<file path="src/hw/swhp_regs.vh">
// constants for the switch host port and pcm pin roles
`ifndef SWHP_REGS_VH
`define SWHP_REGS_VH

// mode register fields (written with reg_path_select low)
`define SWHP_MODE_RESET      8'h00
`define SWHP_MODE_PRIMARY    0
`define SWHP_MODE_CLK8192    1
`define SWHP_MODE_TSC_LSB    4

// status register fields (read with reg_path_select low)
`define SWHP_STAT_LOCK       0
`define SWHP_STAT_PRIMARY    1
`define SWHP_STAT_CLK8192    2

// indirect pointer reset value and lane select width
`define SWHP_PTR_RESET       4'h0

// lanes whose pins take other roles in primary access configuration
`define SWHP_SHARED_LANES    16'h1119

// synchroniser layout and reset value (strobes idle high)
`define SWHP_SYNC_W          30
`define SWHP_SYNC_RST        30'h38000000
`define SWHP_SI_CS           29
`define SWHP_SI_RD           28
`define SWHP_SI_WR           27
`define SWHP_SI_A0           26
`define SWHP_SI_SP           25
`define SWHP_SI_DCLK         24

// data clock figures in kHz and the resulting divide counts
`define SWHP_DCL_KHZ         2048
`define SWHP_DEV_KHZ_LO      4096
`define SWHP_DEV_KHZ_HI      8192
// divide counts are device kHz / (2 * data clock kHz), sized for the counter
`define SWHP_DCL_DIV_LO      2'h1
`define SWHP_DCL_DIV_HI      2'h2

`endif

</file>
<file path="src/hw/swhp_host_port.v">
// host access port and shared pcm pin roles of the switch
`timescale 1ns/1ps
`default_nettype none
`include "swhp_regs.vh"

module swhp_host_port (
  input  wire        clk,
  input  wire        rst_b,
  input  wire        ce,
  input  wire        cs_b,
  input  wire        rd_b,
  input  wire        wr_b,
  input  wire        reg_path_select,
  input  wire [7:0]  host_bus_in,
  output reg  [7:0]  host_bus_out,
  output reg         host_bus_oe,
  input  wire        frame_sync_pulse,
  input  wire        dev_clk,
  input  wire [15:0] pcm_rx_lane_in,
  output reg         driver_tristate_ctrl_0,
  output reg         driver_tristate_ctrl_0_oe,
  output reg         driver_tristate_ctrl_1,
  output reg         driver_tristate_ctrl_1_oe,
  output reg         driver_tristate_ctrl_2,
  output reg         driver_tristate_ctrl_2_oe,
  output reg         driver_tristate_ctrl_3,
  output reg         driver_tristate_ctrl_3_oe,
  output reg         pcm_bit_clock_out,
  output reg         pcm_bit_clock_oe
);

  reg  [`SWHP_SYNC_W-1:0] sync1;
  reg  [`SWHP_SYNC_W-1:0] sync2;
  reg                     rd_d;
  reg                     wr_d;
  reg                     dclk_d;
  reg  [7:0]              mode;
  reg  [3:0]              ptr;
  reg                     primary;
  reg  [1:0]              dcl_cnt;
  wire                    sel;
  wire                    rd_s;
  wire                    wr_s;
  wire                    a0_s;
  wire                    sp_s;
  wire                    dclk_s;
  wire [7:0]              data_s;
  wire [15:0]             lanes_s;
  wire                    rd_fall;
  wire                    wr_rise;
  wire                    dclk_rise;
  wire [15:0]             lane_mask;
  wire [1:0]              dcl_div;
  wire [7:0]              status;
  wire [7:0]              rx_byte;
  wire                    frame_locked;

  // two-stage synchroniser for every pin input
  always @(posedge clk or negedge rst_b) begin
    if (!rst_b) begin
      sync1 <= `SWHP_SYNC_RST;
      sync2 <= `SWHP_SYNC_RST;
    end else if (ce) begin
      sync1 <= {cs_b, rd_b, wr_b, reg_path_select, frame_sync_pulse,
                dev_clk, host_bus_in, pcm_rx_lane_in};
      sync2 <= sync1;
    end
  end

  // synchronised pin views
  assign sel     = ~sync2[`SWHP_SI_CS];
  assign rd_s    = sync2[`SWHP_SI_RD];
  assign wr_s    = sync2[`SWHP_SI_WR];
  assign a0_s    = sync2[`SWHP_SI_A0];
  assign sp_s    = sync2[`SWHP_SI_SP];
  assign dclk_s  = sync2[`SWHP_SI_DCLK];
  assign data_s  = sync2[23:16];
  assign lanes_s = sync2[15:0];

  // edge history taken from the second stage only
  always @(posedge clk or negedge rst_b) begin
    if (!rst_b) begin
      rd_d   <= 1'b1;
      wr_d   <= 1'b1;
      dclk_d <= 1'b0;
    end else if (ce) begin
      rd_d   <= rd_s;
      wr_d   <= wr_s;
      dclk_d <= dclk_s;
    end
  end

  // strobe edges qualified by chip select, device clock edge unqualified
  assign rd_fall   = sel & ~rd_s & rd_d;
  assign wr_rise   = sel & wr_s & ~wr_d;
  assign dclk_rise = dclk_s & ~dclk_d;

  // status word: frame lock, active pin role, clock selection
  assign status = {5'h00,
                   mode[`SWHP_MODE_CLK8192],
                   primary,
                   frame_locked};

  // mode register and indirect pointer written on the write strobe edge
  always @(posedge clk or negedge rst_b) begin
    if (!rst_b) begin
      mode <= `SWHP_MODE_RESET;
      ptr  <= `SWHP_PTR_RESET;
    end else if (ce && wr_rise) begin
      if (a0_s) begin
        ptr <= data_s[3:0];
      end else begin
        mode <= data_s;
      end
    end
  end

  // read data latched at the falling read edge, driven until the read strobe or chip select goes high
  always @(posedge clk or negedge rst_b) begin
    if (!rst_b) begin
      host_bus_out <= 8'h00;
      host_bus_oe  <= 1'b0;
    end else if (ce) begin
      if (rd_fall) begin
        host_bus_out <= a0_s ? rx_byte : status;
        host_bus_oe  <= 1'b1;
      end else if (!sel || rd_s) begin
        host_bus_oe  <= 1'b0;
      end
    end
  end

  // applied pin role follows the stored mode bit only
  always @(posedge clk or negedge rst_b) begin
    if (!rst_b) begin
      primary <= 1'b0;
    end else if (ce) begin
      primary <= mode[`SWHP_MODE_PRIMARY];
    end
  end

  // tristate control pins driven only in primary access role
  always @(posedge clk or negedge rst_b) begin
    if (!rst_b) begin
      driver_tristate_ctrl_0    <= 1'b0;
      driver_tristate_ctrl_1    <= 1'b0;
      driver_tristate_ctrl_2    <= 1'b0;
      driver_tristate_ctrl_3    <= 1'b0;
      driver_tristate_ctrl_0_oe <= 1'b0;
      driver_tristate_ctrl_1_oe <= 1'b0;
      driver_tristate_ctrl_2_oe <= 1'b0;
      driver_tristate_ctrl_3_oe <= 1'b0;
    end else if (ce) begin
      driver_tristate_ctrl_0    <= primary & mode[`SWHP_MODE_TSC_LSB];
      driver_tristate_ctrl_1    <= primary & mode[`SWHP_MODE_TSC_LSB + 1];
      driver_tristate_ctrl_2    <= primary & mode[`SWHP_MODE_TSC_LSB + 2];
      driver_tristate_ctrl_3    <= primary & mode[`SWHP_MODE_TSC_LSB + 3];
      driver_tristate_ctrl_0_oe <= primary;
      driver_tristate_ctrl_1_oe <= primary;
      driver_tristate_ctrl_2_oe <= primary;
      driver_tristate_ctrl_3_oe <= primary;
    end
  end

  // device clock rises per data clock half period
  assign dcl_div = mode[`SWHP_MODE_CLK8192] ? `SWHP_DCL_DIV_HI
                                             : `SWHP_DCL_DIV_LO;

  // 2048 kHz data clock divided from the device clock edges
  always @(posedge clk or negedge rst_b) begin
    if (!rst_b) begin
      dcl_cnt           <= 2'h0;
      pcm_bit_clock_out <= 1'b0;
      pcm_bit_clock_oe  <= 1'b0;
    end else if (ce) begin
      pcm_bit_clock_oe <= primary;
      if (!primary) begin
        dcl_cnt           <= 2'h0;
        pcm_bit_clock_out <= 1'b0;
      end else if (dclk_rise) begin
        if (dcl_cnt + 2'h1 >= dcl_div) begin
          dcl_cnt           <= 2'h0;
          pcm_bit_clock_out <= ~pcm_bit_clock_out;
        end else begin
          dcl_cnt <= dcl_cnt + 2'h1;
        end
      end
    end
  end

  // lanes whose pins are outputs are not sampled
  assign lane_mask = primary ? `SWHP_SHARED_LANES : 16'h0000;

  swhp_pcm_rx u_rx (
    .clk          (clk),
    .rst_b        (rst_b),
    .ce           (ce),
    .dev_clk_rise (dclk_rise),
    .sync_pulse   (sp_s),
    .lane_in      (lanes_s),
    .lane_mask    (lane_mask),
    .lane_sel     (ptr),
    .rx_byte      (rx_byte),
    .frame_locked (frame_locked)
  );

endmodule // swhp_host_port

`default_nettype wire

</file>
<file path="src/hw/swhp_pcm_rx.v">
// serial pcm lane sampler with frame alignment
`timescale 1ns/1ps
`default_nettype none

module swhp_pcm_rx (
  input  wire        clk,
  input  wire        rst_b,
  input  wire        ce,
  input  wire        dev_clk_rise,
  input  wire        sync_pulse,
  input  wire [15:0] lane_in,
  input  wire [15:0] lane_mask,
  input  wire [3:0]  lane_sel,
  output reg  [7:0]  rx_byte,
  output reg         frame_locked
);

  reg [7:0] shift [0:15];
  reg [7:0] cap   [0:15];
  reg [2:0] bit_cnt;
  integer   i;

  // one serial bit appended to a lane's shift register, msb first
  function [7:0] shift_in(input [7:0] cur, input bit_in);
    shift_in = {cur[6:0], bit_in};
  endfunction

  // bit counter restarts on the sync pulse, lock flag set on first pulse
  always @(posedge clk or negedge rst_b) begin
    if (!rst_b) begin
      bit_cnt      <= 3'h0;
      frame_locked <= 1'b0;
    end else if (ce && dev_clk_rise) begin
      if (sync_pulse) begin
        bit_cnt      <= 3'h0;
        frame_locked <= 1'b1;
      end else begin
        bit_cnt <= bit_cnt + 3'h1;
      end
    end
  end

  // shift every lane on each device clock rise, masked lanes read zero
  always @(posedge clk or negedge rst_b) begin
    if (!rst_b) begin
      for (i = 0; i < 16; i = i + 1) begin
        shift[i] <= 8'h00;
        cap[i]   <= 8'h00;
      end
    end else if (ce && dev_clk_rise) begin
      for (i = 0; i < 16; i = i + 1) begin
        shift[i] <= shift_in(shift[i], lane_in[i] & ~lane_mask[i]);
        // eighth bit of the frame arrives while the counter moves to 7
        if (bit_cnt == 3'h6 && !sync_pulse) begin
          cap[i] <= shift_in(shift[i], lane_in[i] & ~lane_mask[i]);
        end
      end
    end
  end

  // registered view of the selected lane's last complete byte
  always @(posedge clk or negedge rst_b) begin
    if (!rst_b) begin
      rx_byte <= 8'h00;
    end else if (ce) begin
      rx_byte <= cap[lane_sel];
    end
  end

endmodule // swhp_pcm_rx

`default_nettype wire

</file>
<file path="config.mk">
export PLATFORM = sky130hd
export DESIGN_NAME = swhp_host_port
export DESIGN_NICKNAME = d
export VERILOG_FILES = /design/src/hw/swhp_host_port.v /design/src/hw/swhp_pcm_rx.v
export VERILOG_INCLUDE_DIRS = /design/src /design/src/hw
export SDC_FILE = /design/constraint.sdc
export NUM_CORES = 1
export LEC_CHECK = 0
export BUFFER_PORTS_ARGS = -buffer_cell sky130_fd_sc_hd__buf_2
export CELL_PAD_IN_SITES_DETAIL_PLACEMENT = 1
export CELL_PAD_IN_SITES_GLOBAL_PLACEMENT = 1
export CORE_ASPECT_RATIO = 1.1
export CORE_UTILIZATION = 57
export DETAILED_ROUTE_END_ITERATION = 6
export PLACE_DENSITY = 0.86
export REMOVE_ABC_BUFFERS = 1
export SLEW_MARGIN = 30
export SYNTH_ARGS = -nofsm -noshare
export SYNTH_HDL_FRONTEND = slang
export SYNTH_SLANG_ARGS = --single-unit
</file>
<file path="constraint.sdc">
create_clock -name clk -period 3.97 [get_ports clk]
set_input_delay 0.5955 -clock clk [delete_from_list [all_inputs] [get_ports clk]]
set_output_delay 0.5955 -clock clk [all_outputs]
set_load 0.05 [all_outputs]
</file>
==> qor.txt <==
final worst slack = 1.818 ns
fillers = 2066
Startpoint Class = register
Fmax = 464.8 MHz
reg-to-reg endpoint = u_rx.rx_byte[1]
hold_buf cts = 0
DRC violations left = 0
first-pass GRT wire length = 50390 um
IO buf count = 51
Die ar. = 25170 sq um
fin crit share = 0.5420
post-detail-place hpwl = 16880 um
Synth top area share = 0.5992
initial core utilization = 0.5867
Synth Flop Type = dfrtp_1
Die Wd = 151.4 um
register area = 8596 sq um
gr ovfl total = 0
Synth Warn # = 0
IO Count = 52
total power = 0.01170 W
sequential element share of the synthesized area = 0.6143
Distinct cells, synth = 34
worst-path fanout max = 19
Worst VDD drop = 492.0 uV
P&R area growth vs syn = 11.59%
nature of the critical path endpoint = register
Final Skew = 0.02395 ns
pwr/cell area = 749.1 nW/um^2
site row count = 59
Critical Path Start = ptr[3]
clk sinks = 343
WP buf/inv = 0
CTS buffer count = 36
Clock Latency Late Sink = 0.52 ns
Worst Setup Slack post-DPL = 1.587 ns
TritonCTS clock tree = yes
post-route non-filler standard cell count = 1254
Worst path max stage delay = 0.97 ns
synth top area cells = dfrtp_1 60%, mux2_2 25%, mux4_1 3.6%
initial DRC count = 324
Crit-path slowest cell = dfrtp_1
Synth Cell Area = 13990 sq um
post-CTS sizing = 0
first-pass iteration count of the detailed router = 4
gr usage total = 0.2628
Final setup viols = 0
cell taking the most area after synthesis = dfrtp_1
largest net degree at the start of global routing = 128
vias per cell = 5.987
antenna fix cells = 0
commonest non-fill, non-tap cell in the layout = dfrtp_1
final WL = 30730 um
GP Congestion = 0.7109
clock root buffer = clkbuf_16
layout cells sized above 1 = 0.4773
most frequent cells in the layout = 333 x dfrtp_1, 311 x mux2_2, 49 x buf_2
share of flip-flops with an asynchronous set or reset = 1.000
area occupied by multi-input gates = 5022 sq um
EDFF count, synth = 0
TNS Setup = 0 ns
leakage power = 7.354 nW
worst slew pin tran = 0.9532 ns
Reg-to-Reg Start = ptr[3]
vias post-DR = 7508
RSZ-0062 raised after global routing = false
Hold Fails Final Rpt = 0
family with the most delay on the worst path = flip-flops
Post-Place Cells = 1190
Synth Register Bits = 343
clk slew on worst S/H paths = 0.06 ns
setup bufs post-CTS = 0
# nets final = 960
R2R Setup Slk = 1.82 ns
Worst Hold Class = in -> async
Worst EP required = 4.35 ns
average size of a mapped cell = 15.88 sq um
FF-to-FF path depth = 3
Core ar. = 23840 sq um
Worst Path Class, Setup = reg -> reg
antenna-violating nets left = 0
post-layout minimum cycle time = 2.152 ns
vias in the first global route = 8814
# Max-Cap Violations = 0
Wirelength per Cell = 24.51 um
H-tree depth = 2
ordered list of cells on the worst path = nand2b_1 > o22ai_1 > a21oi_1
Clock Path Buffers = 3
Die H = 166.3 um
relative slew slack = 0.3645
critical path arrival = 2.53 ns
Mapped Cells = 881
number of antenna violations at the first check in global routing = 0
Slew Limit Fails = 0
outcome = completed
## sequential cells by signal, indices dropped and copies added (netlist names), 2 cells and up
register      cells
u_rx.rx_byte      8
u_rx.shift      112
host_bus_out      8
sync1            30
mode              6
u_rx.cap        128
ptr               4
u_rx.bit_cnt      3
sync2            30
dcl_cnt           2
## area by class of cell
type,instances,share of cell area
Sequential cell,343,0.5506
Multi-Input combinational cell,466,0.3217
Clock buffer,54,0.06789
Timing Repair Buffer,62,0.02645
Tap cell,305,0.02445
Clock inverter,10,0.005530
Inverter,14,0.003366
## power breakdown
part	leakage, nW	switching [W]	internal [W]	total [W]
combinational	2.43	0.00125	0.00142	0.00268
clock	0.569	0.00136	0.00192	0.00328
sequential	4.36	0.00106	0.00468	0.00574
total	7.35	0.00367	0.00802	0.0117
## logic make-up (layout without fill, tap and decap cells)
kind of cell,count (synthesis),in the layout,synth area share
mux,352,352,0.3134
flops,343,343,0.6143
buf+inv,72,140,0.02710
compound gates,56,56,0.02272
simple gates,53,53,0.01833
fa+ha+maj,4,4,0.003578
xor+xnor,1,1,0.0006262
## worst max-delay path by stage
stage	cells past startpoint	to
6_report	3	u_rx.rx_byte[1]
5_1_grt	3	u_rx.rx_byte[6]
4_1_cts	4	u_rx.rx_byte[0]
3_5_place_dp	4	u_rx.rx_byte[0]
3_3_place_gp	5	u_rx.cap[64]
2_1_floorplan	3	u_rx.cap[0]
## worst reg2reg max path: cells and delay by family, from the launching register on
family	cells	cell delay (ns)
AOI/OAI and AO/OA	2	0.51
DFF	1	0.97
and+or+nand+nor	1	0.53
## metal layers
metal / up-vias / wire length [um] / share of wire / track usage
met1: 4029 / 12740 / 0.41 / 0.3441
met2: 162 / 16160 / 0.53 / 0.4487
li1: 3261 / - / - / -
met4: 0 / 735 / 0.024 / 0.08087
met5: - / 0 / 0 / 0
met3: 56 / 1095 / 0.036 / 0.04203
## per-stage QoR
stage	cell area, sq um	util	hold slack, ns
floorplan	13660	-	0.2999
global placement	14460	0.6065	0.4599
detailed placement	14460	0.6066	0.4694
CTS	15610	0.6547	0.06842
global route	15610	0.6547	0.08648
finish	15610	0.6547	0.03771
## synthesized netlist by cell type, types with 2 or more instances
library cell,instances
a21o_1,2
a21oi_1,11
buf_1,4
buf_2,34
buf_4,7
buf_6,3
clkbuf_1,8
dfrtp_1,335
dfstp_2,8
ha_1,4
inv_1,14
mux2_2,311
mux2i_1,9
mux4_1,19
mux4_2,13
nand2_1,27
nand2b_1,9
nand3_1,4
nand3b_1,2
nor2_1,3
nor3_1,3
o21ai_0,23
o22ai_1,16
or2_2,2
Power figures use the tool's default switching activity.
